$ cat src/iwc_pkg.sv
// Constants shared by the two-wire wait, acknowledge and interrupt control
// ----------------------------------------------------------------------------
// How it works
// - Writing one to wait release ends the wait; the bit then self-clears.
// - Release at ninth clock while transmitting frees data line, clears transmit flag.
// - Disabling clears bus status, start-fail, busy, clock and data level bits.
// - With unit disabled, release, stop irq, wait point and ack bits do nothing.
// - Enabling while clock high and data low detects a start at once.
// - Stop detection raises an interrupt only while stop irq enable is one.
// - Wait point zero: interrupt at eighth falling edge; master holds clock, waits.
// - Wait point zero as slave: clock held low after eight received clocks.
// - Wait point one: interrupt and wait at ninth falling edge, master or slave.
// - Address transfers always interrupt at ninth falling edge; wait point applies after.
// - Master always waits at ninth falling edge of an address transfer.
// - Slave with own address matched waits at ninth falling edge after acking.
// - Slave that received an extension code waits at eighth falling edge.
// - Ack enable one drives data low throughout the ninth clock; zero never acks a data byte.
// - Ack enable does not govern the acknowledge of address transfers.
// - Reset clears the whole control register to zero.
// - Enable zero stops operation and resets status; enable one runs.
// ----------------------------------------------------------------------------
package iwc_pkg;

  // --------------------------------------------------------------------------
  // Register offsets
  // --------------------------------------------------------------------------
  localparam logic [7:0] IWC_OFF_CTRL   = 8'h00;
  localparam logic [7:0] IWC_OFF_STATUS = 8'h04;

  // --------------------------------------------------------------------------
  // Control register fields and reset value
  // --------------------------------------------------------------------------
  localparam int         IWC_CTRL_EN    = 7;
  localparam int         IWC_CTRL_LREL  = 6;
  localparam int         IWC_CTRL_WREL  = 5;
  localparam int         IWC_CTRL_SPIE  = 4;
  localparam int         IWC_CTRL_WTIM  = 3;
  localparam int         IWC_CTRL_ACKE  = 2;
  localparam logic [7:0] IWC_CTRL_RESET = 8'h00;

  // --------------------------------------------------------------------------
  // Status register fields
  // --------------------------------------------------------------------------
  localparam int IWC_ST_TRC  = 0;
  localparam int IWC_ST_WAIT = 1;
  localparam int IWC_ST_ADDR = 2;
  localparam int IWC_ST_BUSY = 3;
  localparam int IWC_ST_FAIL = 4;
  localparam int IWC_ST_CLD  = 5;
  localparam int IWC_ST_DAD  = 6;
  localparam int IWC_ST_CNT  = 8;

  // --------------------------------------------------------------------------
  // Clock counts within a byte
  // --------------------------------------------------------------------------
  localparam logic [3:0] IWC_CNT_IDLE   = 4'h0;
  localparam logic [3:0] IWC_CNT_FIRST  = 4'h1;
  localparam logic [3:0] IWC_CNT_EIGHTH = 4'h8;
  localparam logic [3:0] IWC_CNT_NINTH  = 4'h9;

  // Idle level of both bus lines, used as synchroniser reset
  localparam logic IWC_LINE_IDLE = 1'b1;

endpackage

$ cat src/iwc_sync.sv
// Two-stage synchroniser for one bus line
`timescale 1ns/100ps
module iwc_sync
  import iwc_pkg::*;
(
  // Clock and reset
  input  wire logic clk,
  input  wire logic rstn,
  // Line in and synchronised level out
  input  wire logic din,
  output logic      dout
);

  logic meta_ff;
  logic nxt_meta;
  logic nxt_dout;

  // Next values of both stages
  always_comb begin
    nxt_meta = din;
    nxt_dout = meta_ff;
  end

  // Stage registers, first stage read only by second
  always_ff @(posedge clk) begin
    if (!rstn) begin
      meta_ff <= IWC_LINE_IDLE;
      dout    <= IWC_LINE_IDLE;
    end else begin
      meta_ff <= nxt_meta;
      dout    <= nxt_dout;
    end
  end

endmodule

$ cat src/iwc_cond.sv
// Clock edge and start/stop condition detector on synchronised lines
`timescale 1ns/100ps
module iwc_cond
  import iwc_pkg::*;
(
  // Clock and reset
  input  wire logic clk,
  input  wire logic rstn,
  // Synchronised line levels
  input  wire logic scl_s,
  input  wire logic sda_s,
  // Detected events, one-cycle pulses
  output logic      scl_fall,
  output logic      start_det,
  output logic      stop_det
);

  logic scl_d_ff;
  logic sda_d_ff;
  logic nxt_scl_d;
  logic nxt_sda_d;

  // Delayed copies for edge finding
  always_comb begin
    nxt_scl_d = scl_s;
    nxt_sda_d = sda_s;
  end

  always_ff @(posedge clk) begin
    if (!rstn) begin
      scl_d_ff <= IWC_LINE_IDLE;
      sda_d_ff <= IWC_LINE_IDLE;
    end else begin
      scl_d_ff <= nxt_scl_d;
      sda_d_ff <= nxt_sda_d;
    end
  end

  // Data moving while clock stays high marks start or stop
  assign scl_fall  = scl_d_ff & ~scl_s;
  assign start_det = scl_d_ff & scl_s & sda_d_ff & ~sda_s;
  assign stop_det  = scl_d_ff & scl_s & ~sda_d_ff & sda_s;

endmodule

$ cat src/iwc_top.sv
// Wait point, acknowledge and interrupt control with its AHB-Lite register slave
`timescale 1ns/100ps
module iwc_top
  import iwc_pkg::*;
(
  // Clock and reset
  input  wire logic        clk,
  input  wire logic        rstn,
  // AHB-Lite slave
  input  wire logic        hsel,
  input  wire logic [31:0] haddr,
  input  wire logic [1:0]  htrans,
  input  wire logic        hwrite,
  input  wire logic [2:0]  hsize,
  input  wire logic [31:0] hwdata,
  input  wire logic        hready,
  output logic [31:0]      hrdata,
  output logic             hreadyout,
  output logic             hresp,
  // Serial clock pin
  input  wire logic        serial_clock_pin_in,
  output logic             serial_clock_pin_out,
  output logic             serial_clock_pin_oe,
  // Serial data pin
  input  wire logic        serial_data_pin_in,
  output logic             serial_data_pin_out,
  output logic             serial_data_pin_oe,
  // From neighbouring transfer logic
  input  wire logic        role_master,
  input  wire logic        addr_match,
  input  wire logic        ext_code,
  input  wire logic        tx_dir,
  input  wire logic        tx_low,
  input  wire logic        restart_req,
  input  wire logic        start_fail_evt,
  // To the system
  output logic             irq_req,
  output logic             unit_enable
);

  // --------------------------------------------------------------------------
  // Line synchronisers and condition detector
  // --------------------------------------------------------------------------
  logic scl_s;
  logic sda_s;
  logic scl_fall;
  logic cond_start;
  logic stop_det;

  iwc_sync u_sync_scl (
    .clk  (clk),
    .rstn (rstn),
    .din  (serial_clock_pin_in),
    .dout (scl_s)
  );

  iwc_sync u_sync_sda (
    .clk  (clk),
    .rstn (rstn),
    .din  (serial_data_pin_in),
    .dout (sda_s)
  );

  iwc_cond u_cond (
    .clk       (clk),
    .rstn      (rstn),
    .scl_s     (scl_s),
    .sda_s     (sda_s),
    .scl_fall  (scl_fall),
    .start_det (cond_start),
    .stop_det  (stop_det)
  );

  // --------------------------------------------------------------------------
  // AHB-Lite slave
  // --------------------------------------------------------------------------
  logic        wr_ph_ff;
  logic        rd_ph_ff;
  logic [7:0]  addr_ff;
  logic [31:0] rdata_ff;
  logic        nxt_wr_ph;
  logic        nxt_rd_ph;
  logic [7:0]  nxt_addr;
  logic [31:0] nxt_rdata;
  logic        accept;
  logic        wr_ctrl;
  logic [31:0] status_word;
  logic [7:0]  ctrl_word;

  assign accept    = hsel & htrans[1] & hready;
  assign wr_ctrl   = wr_ph_ff & (addr_ff == IWC_OFF_CTRL);
  assign hreadyout = ~rd_ph_ff;
  assign hresp     = 1'b0;
  assign hrdata    = rdata_ff;

  // Phase tracking; reads take one wait state to register data
  always_comb begin
    nxt_wr_ph = accept & hwrite;
    nxt_rd_ph = accept & ~hwrite;
    nxt_addr  = accept ? haddr[7:0] : addr_ff;
    nxt_rdata = rdata_ff;
    if (rd_ph_ff) begin
      unique case (addr_ff)
        IWC_OFF_CTRL:   nxt_rdata = {24'h000000, ctrl_word};
        IWC_OFF_STATUS: nxt_rdata = status_word;
        default:        nxt_rdata = 32'h00000000;
      endcase
    end
  end

  always_ff @(posedge clk) begin
    if (!rstn) begin
      wr_ph_ff <= 1'b0;
      rd_ph_ff <= 1'b0;
      addr_ff  <= 8'h00;
      rdata_ff <= 32'h00000000;
    end else begin
      wr_ph_ff <= nxt_wr_ph;
      rd_ph_ff <= nxt_rd_ph;
      addr_ff  <= nxt_addr;
      rdata_ff <= nxt_rdata;
    end
  end

  // --------------------------------------------------------------------------
  // Control register
  // --------------------------------------------------------------------------
  logic en_ff;
  logic lrel_ff;
  logic wrel_ff;
  logic spie_ff;
  logic wtim_ff;
  logic acke_ff;
  logic nxt_en;
  logic nxt_lrel;
  logic nxt_wrel;
  logic nxt_spie;
  logic nxt_wtim;
  logic nxt_acke;

  assign ctrl_word = {en_ff, lrel_ff, wrel_ff, spie_ff, wtim_ff, acke_ff, 2'b00};
  assign unit_enable = en_ff;

  // Software writes; release and exit bits clear themselves
  always_comb begin
    nxt_en   = en_ff;
    nxt_spie = spie_ff;
    nxt_wtim = wtim_ff;
    nxt_acke = acke_ff;
    nxt_lrel = 1'b0;
    nxt_wrel = 1'b0;
    if (wr_ctrl) begin
      nxt_en   = hwdata[IWC_CTRL_EN];
      nxt_spie = hwdata[IWC_CTRL_SPIE];
      nxt_wtim = hwdata[IWC_CTRL_WTIM];
      nxt_acke = hwdata[IWC_CTRL_ACKE];
      nxt_lrel = hwdata[IWC_CTRL_LREL] & hwdata[IWC_CTRL_EN];
      nxt_wrel = hwdata[IWC_CTRL_WREL] & hwdata[IWC_CTRL_EN];
    end
  end

  always_ff @(posedge clk) begin
    if (!rstn) begin
      en_ff   <= IWC_CTRL_RESET[IWC_CTRL_EN];
      lrel_ff <= IWC_CTRL_RESET[IWC_CTRL_LREL];
      wrel_ff <= IWC_CTRL_RESET[IWC_CTRL_WREL];
      spie_ff <= IWC_CTRL_RESET[IWC_CTRL_SPIE];
      wtim_ff <= IWC_CTRL_RESET[IWC_CTRL_WTIM];
      acke_ff <= IWC_CTRL_RESET[IWC_CTRL_ACKE];
    end else begin
      en_ff   <= nxt_en;
      lrel_ff <= nxt_lrel;
      wrel_ff <= nxt_wrel;
      spie_ff <= nxt_spie;
      wtim_ff <= nxt_wtim;
      acke_ff <= nxt_acke;
    end
  end

  // --------------------------------------------------------------------------
  // Link state: byte count, waits, acknowledge and interrupt
  // --------------------------------------------------------------------------
  logic       en_d_ff;
  logic [3:0] cnt_ff;
  logic       wait_ff;
  logic       adr_ff;
  logic       trc_ff;
  logic       busy_ff;
  logic       fail_ff;
  logic       cld_ff;
  logic       dad_ff;
  logic       irq_ff;
  logic       sda_oe_ff;
  logic [3:0] nxt_cnt;
  logic       nxt_wait;
  logic       nxt_adr;
  logic       nxt_trc;
  logic       nxt_busy;
  logic       nxt_fail;
  logic       nxt_cld;
  logic       nxt_dad;
  logic       nxt_irq;
  logic       nxt_sda_oe;
  logic [3:0] fall_cnt;
  logic       start_det;
  logic       at8_wait;
  logic       at8_irq;
  logic       at9_wait;
  logic       at9_irq;
  logic       ack_now;

  // Enabling on a held-low data line counts as a start
  assign start_det = cond_start | (en_ff & ~en_d_ff & scl_s & ~sda_s);
  assign fall_cnt  = (cnt_ff == IWC_CNT_NINTH) ? IWC_CNT_FIRST : cnt_ff + 4'h1;

  // Where the byte stalls and interrupts
  assign at8_irq  = ~adr_ff & ~wtim_ff;
  assign at8_wait = adr_ff ? (ext_code & ~role_master) : ~wtim_ff;
  assign at9_irq  = adr_ff | wtim_ff;
  assign at9_wait = adr_ff ? (role_master | addr_match) : wtim_ff;

  // Low data line through the ninth clock of a received byte
  assign ack_now = (cnt_ff == IWC_CNT_EIGHTH) & ~trc_ff &
                   (adr_ff ? (addr_match & ~role_master) : acke_ff);

  always_comb begin
    nxt_cnt    = cnt_ff;
    nxt_wait   = wait_ff;
    nxt_adr    = adr_ff;
    nxt_trc    = trc_ff;
    nxt_busy   = busy_ff;
    nxt_fail   = fail_ff | start_fail_evt;
    nxt_cld    = scl_s;
    nxt_dad    = sda_s;
    nxt_irq    = 1'b0;
    nxt_sda_oe = ack_now | (trc_ff & tx_low & (cnt_ff < IWC_CNT_EIGHTH));
    if (!en_ff) begin
      // Disabled unit holds all status clear and ignores control bits
      nxt_cnt    = IWC_CNT_IDLE;
      nxt_wait   = 1'b0;
      nxt_adr    = 1'b0;
      nxt_trc    = 1'b0;
      nxt_busy   = 1'b0;
      nxt_fail   = 1'b0;
      nxt_cld    = 1'b0;
      nxt_dad    = 1'b0;
      nxt_sda_oe = 1'b0;
    end else if (lrel_ff) begin
      // Leaving the transfer frees both lines
      nxt_cnt    = IWC_CNT_IDLE;
      nxt_wait   = 1'b0;
      nxt_adr    = 1'b0;
      nxt_trc    = 1'b0;
      nxt_sda_oe = 1'b0;
    end else if (start_det) begin
      nxt_busy = 1'b1;
      nxt_adr  = 1'b1;
      nxt_cnt  = IWC_CNT_IDLE;
      nxt_wait = 1'b0;
      nxt_trc  = tx_dir;
    end else if (stop_det) begin
      nxt_busy = 1'b0;
      nxt_adr  = 1'b0;
      nxt_cnt  = IWC_CNT_IDLE;
      nxt_wait = 1'b0;
      nxt_irq  = spie_ff;
    end else if (wait_ff) begin
      // Clock stays held until software or a restart lets it go
      if (wrel_ff | restart_req) begin
        nxt_wait = 1'b0;
        if (cnt_ff == IWC_CNT_NINTH) begin
          nxt_trc    = 1'b0;
          nxt_sda_oe = 1'b0;
        end
      end
    end else if (scl_fall) begin
      nxt_cnt = fall_cnt;
      if (fall_cnt == IWC_CNT_FIRST) begin
        nxt_trc = tx_dir;
      end
      if (fall_cnt == IWC_CNT_EIGHTH) begin
        nxt_irq  = at8_irq;
        nxt_wait = at8_wait;
      end
      if (fall_cnt == IWC_CNT_NINTH) begin
        nxt_irq  = at9_irq;
        nxt_wait = at9_wait;
        nxt_adr  = 1'b0;
      end
    end
  end

  always_ff @(posedge clk) begin
    if (!rstn) begin
      en_d_ff   <= 1'b0;
      cnt_ff    <= IWC_CNT_IDLE;
      wait_ff   <= 1'b0;
      adr_ff    <= 1'b0;
      trc_ff    <= 1'b0;
      busy_ff   <= 1'b0;
      fail_ff   <= 1'b0;
      cld_ff    <= 1'b0;
      dad_ff    <= 1'b0;
      irq_ff    <= 1'b0;
      sda_oe_ff <= 1'b0;
    end else begin
      en_d_ff   <= en_ff;
      cnt_ff    <= nxt_cnt;
      wait_ff   <= nxt_wait;
      adr_ff    <= nxt_adr;
      trc_ff    <= nxt_trc;
      busy_ff   <= nxt_busy;
      fail_ff   <= nxt_fail;
      cld_ff    <= nxt_cld;
      dad_ff    <= nxt_dad;
      irq_ff    <= nxt_irq;
      sda_oe_ff <= nxt_sda_oe;
    end
  end

  // --------------------------------------------------------------------------
  // Pins, interrupt and status
  // --------------------------------------------------------------------------
  assign serial_clock_pin_out = 1'b0;
  assign serial_clock_pin_oe  = wait_ff;
  assign serial_data_pin_out  = 1'b0;
  assign serial_data_pin_oe   = sda_oe_ff;
  assign irq_req              = irq_ff;

  always_comb begin
    status_word                         = 32'h00000000;
    status_word[IWC_ST_TRC]             = trc_ff;
    status_word[IWC_ST_WAIT]            = wait_ff;
    status_word[IWC_ST_ADDR]            = adr_ff;
    status_word[IWC_ST_BUSY]            = busy_ff;
    status_word[IWC_ST_FAIL]            = fail_ff;
    status_word[IWC_ST_CLD]             = cld_ff;
    status_word[IWC_ST_DAD]             = dad_ff;
    status_word[IWC_ST_CNT+3:IWC_ST_CNT] = cnt_ff;
  end

endmodule

$ cat config.mk
export PLATFORM = sky130hd
export DESIGN_NAME = iwc_top
export DESIGN_NICKNAME = d
export VERILOG_FILES = /design/src/iwc_pkg.sv /design/src/iwc_sync.sv /design/src/iwc_cond.sv /design/src/iwc_top.sv
export SDC_FILE = /design/constraint.sdc
export NUM_CORES = 1
export LEC_CHECK = 0
export BUFFER_PORTS_ARGS = -buffer_cell sky130_fd_sc_hd__buf_2
export CORE_MARGIN = 2
export CORE_UTILIZATION = 43
export DETAILED_ROUTE_END_ITERATION = 16
export PLACE_DENSITY = 0.79
export SETUP_SLACK_MARGIN = 0.2
export SLEW_MARGIN = 40
export SYNTH_ARGS = -nofsm -noshare
export SYNTH_HDL_FRONTEND = slang
export SYNTH_SLANG_ARGS = --single-unit
$ cat constraint.sdc
create_clock -name clk -period 2.2 [get_ports clk]
set_input_delay 0.55 -clock clk [delete_from_list [all_inputs] [get_ports clk]]
set_output_delay 0.55 -clock clk [all_outputs]
set_load 0.01 [all_outputs]
==> impl_metrics.toml, run 1 <==
[status]
status = "finished, final reports clean"

[detailed_routing]
routed_via_density = 4.81
route.detailed.drc = 0
vias = 1708
drtIter0Drc = 87
first_pass_iters = 4
routedWlPerCell_um = 12.0
totalWireLength_mm = 4.26
antenna_left = 0

[clock_tree]
numClockSinks = 48
cts_buffers = 5
cts_resized = 0
cts_root_buf = "clkbuf_8"
cts-hold-fix-buffers = 0
htreeDepth = 2
cts_buffer_depth = 2
clk_pin_slew_ns = 0.08
post-cts-setup-buffer-count = 0
cts_tree = "yes"
clock_latency_ns = 0.30

[global_routing]
grt_max_degree = 34
grtUsageTotal_pct = 17.5
grt_pass1_wl_mm = 7.39
grt_pass1_vias = 1627
overflow = 0
antenna_found_initial = 0

[synthesis]
yosys-mux-area-fraction_pct = 0.947
synth_seq_area_share_pct = 45.5
syn_inst = 245
synth_xor_xnor_area_share_pct = 0.414
ys_ff_latch = 48
ys_types = 42
async_reset_ff_share_pct = 0
avgSynthCellArea_um2 = 8.63
synth_top_family_by_area = "simple AND/OR/NAND/NOR gates"
synth_compound_area_share_pct = 15.7
yosysWarnings = 0
synthFlopType = "dfxtp_1"
synth_edf_count = 0
syn-cell-area_mm2 = 0.00211
yosys.area_share.simple_pct = 25.1
synth_fa_ha_area_share_pct = 0

[power_and_ir_drop]
cellInternalPower_mw = 1.14
net-switching-power_mw = 0.356
ir_drop_mv = 0.392
clkPwrFrac_pct = 33.1
pwr-share-seq_pct = 59.5
leakage_nw = 1.01
powerDensity_mw_per_mm2 = 627
p_sw_share_pct = 23.8
p_comb_share_pct = 7.4

[sta]
rsz0062_at_grt = "no"
max_freq_mhz = 586
hold_viol_final = 0
fin_crit_sh_pct = 77.6
slew_viol_final = 0
setup_tns_ns = 0
skew_ns = 0.00420
layout_setup_ws_ns = 0.494
setup_viol = 0
min_period_ns = 1.71

[floorplanning]
dieArea_mm2 = 0.00549
io_pins = 123
coreArea_mm2 = 0.00472
core.rowCount = 25
die_w_um = 74.1
dieHeight_um = 74.1
start_util_pct = 44.7

[setup_path]
critPathLaunch = "cnt_ff[0]"
end_kind = "flop"
cp.arrival_ns = 1.94
crit_path_end = "serial_clock_pin_oe"
critPathLaunchType = "flop"
crit_type = "reg -> reg"
r2r-end = "serial_clock_pin_oe"
ff2ff_setup_slack_ns = 0.49
worst_r2r_path_depth = 3
reg2reg_from = "cnt_ff[0]"
cp_max_fo = 10
cp.required_ns = 2.43

[placed_design]
io_buffers = 45
dpl_cell_area_mm2 = 0.00230
dp_hpwl_mm = 3.15
gp_congestion = 0.843
place_ws_ns = 0.509

[layout]
multiInputGateArea_um2 = 977
layout.nets = 371
post-route-cell-area_mm2 = 0.00238
drive_gt1_share_pct = 19.8
fillers = 465
n_antenna_cell = 0
area_delta_synth_final_pct = 12.8
regArea_um2 = 961
largest_reg_flops = 12

[run]
maxCapViolations = 0

[worst_hold_path]
worstHoldPathCells = 1
hold_path_class = "reg -> reg"
## layout make-up
class	count	share of cell area, %
clock buffers	5	2.89
inverters	7	1.10
clock inverters	2	0.525
repair buffers	49	10.7
flip-flops and latches	48	40.3
well taps	67	3.52
multi-input cells	177	41.0
## cells in the mapped netlist (2+ instances only)
library cell	instances	area share [%]
and2_1	2	0.59
nor3_1	3	0.71
o211ai_1	2	0.71
a21boi_0	19	6.7
mux2i_1	2	0.95
a211oi_1	2	0.71
clkbuf_1	8	1.4
a221oi_1	5	2.1
o21ai_0	8	1.9
nand2_1	34	6.0
nor4_1	2	0.59
nor2b_1	2	0.59
nor3b_1	4	1.4
dfxtp_1	48	45
inv_1	7	1.2
buf_4	24	8.5
a21oi_1	2	0.47
nand3_1	14	3.3
a31oi_1	3	0.89
and3_1	4	1.2
nand2b_1	7	2.1
nor2_1	20	3.6
nand4b_1	4	1.7
## metrics by stage
| step | total power [mW] | instances | util [%] | hold WS, ns |
|---|---|---|---|---|
| after global routing | 1.57 | 355 | 50.5 | 0.406 |
| after floorplan | 1.01 | 267 | - | 0.386 |
| after CTS | 1.51 | 355 | 50.5 | 0.407 |
| final | 1.49 | 355 | 50.5 | 0.414 |
| after detailed placement | 1.02 | 348 | 48.8 | 0.397 |
| after global placement | 1.02 | 348 | 48.8 | 0.389 |
## placed cells by master (no fill, tap or decap), types with 2 or more instances in the layout
master / count
a31oi_1: 3
nor3b_1: 4
nor2b_1: 2
o21ai_0: 8
a211oi_1: 2
nand4b_1: 4
nand2_1: 34
o211ai_1: 2
dfxtp_1: 48
inv_1: 7
nor4_1: 2
nor2_1: 20
mux2i_1: 2
and3_1: 4
a221oi_1: 5
buf_2: 45
nand3_1: 14
clkbuf_8: 5
conb_1: 23
a21oi_1: 2
buf_4: 4
a21boi_0: 19
nand2b_1: 7
nor3_1: 3
and2_1: 2
## layer usage
layer | track usage (%) | share of wire [%] | vias up
li1 | - | - | 879
met1 | 22.0 | 45 | 770
met4 | 4.85 | 1.1 | 0
met2 | 28.7 | 47 | 52
met5 | 0 | 0 | -
met3 | 5.96 | 6.4 | 7
## worst max-delay path, cell delays in order, from the launching register on
cell     delay [ns]
dfxtp_1        0.40
or4b_4         0.59
or4_1          0.51
a31oi_1        0.13
## cell families after synthesis
logic type,count (synthesis)
simple gates,104
flops,48
compound gates,47
buf+inv,42
mux,2
xor+xnor,1
other cells,1
## power by group through the flow
stage | Clock, mW | Sequential, mW | Combinational [mW]
after global placement | 0 | 0.909 | 0.108
after detailed placement | 0 | 0.909 | 0.110
after floorplan | 0 | 0.909 | 0.0985
after CTS | 0.508 | 0.889 | 0.111
final | 0.495 | 0.889 | 0.111
after global routing | 0.551 | 0.891 | 0.127
## how the worst min path moves through the flow
| stage | from | to | slack, ns |
|---|---|---|---|
| after global placement | u_sync_scl.meta_ff | u_sync_scl.dout | 0.39 |
| after floorplan | u_sync_scl.meta_ff | u_sync_scl.dout | 0.39 |
| after detailed placement | u_sync_sda.meta_ff | u_sync_sda.dout | 0.40 |
| after CTS | hwrite | rd_ph_ff | 0.41 |
| after global routing | hwrite | rd_ph_ff | 0.41 |
| final | u_sync_scl.meta_ff | u_sync_scl.dout | 0.41 |
No activity file was read; power rests on OpenSTA's default activity.
==> run 2: changes to the inputs <==
- clock period: 2.2 -> 1.7 ns (I/O delays scaled with it)
==> impl_metrics.toml, run 2 (synthesis gave the netlist of run 1 again) <==
[status]
status = "finished, final reports clean"

[placed_design]
gp_congestion = 0.835
dp_cells = 354
io_buffers = 45
place_ws_ns = 0.0987
dp_hpwl_mm = 3.24
dpl_cell_area_mm2 = 0.00235

[global_routing]
grt_pass1_vias = 1591
overflow = 0
grt_pass1_wl_mm = 7.04
grtUsageTotal_pct = 16.8
antenna_found_initial = 0
grt_max_degree = 34

[sta]
setup_tns_ns = 0
layout_setup_ws_ns = 0.176
min_period_ns = 1.52
slew_viol_final = 0
setup_viol = 0
hold_viol_final = 0
max_freq_mhz = 656
skew_ns = 0.00427
rsz0062_at_grt = "yes"
hold_slack_ns = 0.297
fin_crit_sh_pct = 89.7

[detailed_routing]
drtIter0Drc = 101
routed_via_density = 4.83
route.detailed.drc = 0
vias = 1762
routedWlPerCell_um = 12.2
totalWireLength_mm = 4.44
antenna_left = 0
first_pass_iters = 4

[clock_tree]
htreeDepth = 2
clk_pin_slew_ns = 0.08
numClockSinks = 48
cts_buffers = 5
cts_tree = "yes"
clock_latency_ns = 0.30
cts-hold-fix-buffers = 0
cts_root_buf = "clkbuf_8"
cts_buffer_depth = 2

[power_and_ir_drop]
leakage_nw = 1.08
cellInternalPower_mw = 1.64
pwr-share-seq_pct = 54.7
finalPower_mw = 2.10
clkPwrFrac_pct = 38.1
p_comb_share_pct = 7.1
net-switching-power_mw = 0.468
p_sw_share_pct = 22.2
ir_drop_mv = 0.468
powerDensity_mw_per_mm2 = 838

[floorplanning]
coreArea_mm2 = 0.00472
die_w_um = 74.1
core.rowCount = 25
io_pins = 123
dieHeight_um = 74.1
dieArea_mm2 = 0.00549
start_util_pct = 44.7

[layout]
final_cell_count_no_fill = 365
layout.nets = 380
drive_gt1_share_pct = 25.2
layout_common_cells = "dfxtp_1, buf_2, nand2_1, conb_1, nor2_1"
largest_reg_flops = 12
area_delta_synth_final_pct = 18.9
n_antenna_cell = 0
final_common_cell = "dfxtp_1"
finish.utilization_pct = 53.2
post-route-cell-area_mm2 = 0.00251
fillers = 448

[setup_path]
cp.required_ns = 1.93
critPathLaunchType = "flop"
crit_type = "reg -> reg"
cp.arrival_ns = 1.75
cp_max_fo = 4
end_kind = "flop"

[run]
maxCapViolations = 0

[worst_hold_path]
hold_path_class = "in -> reg"
## run 2: cell types whose count changed in the layout (fill, tap and decap cells not counted), sizes merged
cell      before  now
clkbuf         5    6
clkinvlp       1    0
buf           49   58
bufinv         0    1
## run 2: path summary, 6_finish.rpt
kind / startpoint / endpoint / slack (ns) / cells past startpoint
setup / recovery: cnt_ff[2] / serial_clock_pin_oe / 0.18 / 3
hold / removal: hwrite / rd_ph_ff / 0.30 / 2
setup reg to reg: cnt_ff[2] / serial_clock_pin_oe / 0.18 / 3
hold reg to reg: u_sync_scl.meta_ff / u_sync_scl.dout / 0.41 / 1
## run 2: layer usage
layer / wire (um) / up-vias / GRT usage, %
met1: 1960 / 792 / 21.0
met4: 68 / 0 / 6.87
met2: 2120 / 61 / 27.5
met3: 291 / 7 / 4.34
met5: 0 / - / 0
li1: - / 902 / -
## run 2: worst max-delay path, cell delays in order, from the launching register on
cell     delay, ns
dfxtp_1       0.32
or4b_4        0.56
or4_4         0.43
a31oi_1       0.14
## run 2: layout make-up
cell class,instances,area (um^2),share of cell area [%]
Clock buffer,6,72.6,2.89
Clock inverter,2,35.0,1.39
Tap cell,67,83.8,3.34
Timing Repair Buffer,58,323,12.8
Sequential cell,48,963,38.3
Inverter,7,26.3,1.05
Multi-Input combinational cell,177,1010,40.1
## run 2: what timing repair did
item / 4_1_cts / 5_1_grt
resized for setup: 4 / 6
buffers inserted: 0 / 3
gates cloned: 0 / 0
endpoints found under the setup margin: 20 / 8
pin swaps: 1 / 2
## run 2: power by group through the flow
stage / sequential [mW] / clock [mW] / combinational [mW]
4_1_cts: 1.15 / 0.825 / 0.145
2_1_floorplan: 1.18 / 0 / 0.127
6_report: 1.15 / 0.803 / 0.150
3_5_place_dp: 1.18 / 0 / 0.143
3_3_place_gp: 1.18 / 0 / 0.141
5_1_grt: 1.15 / 0.869 / 0.168
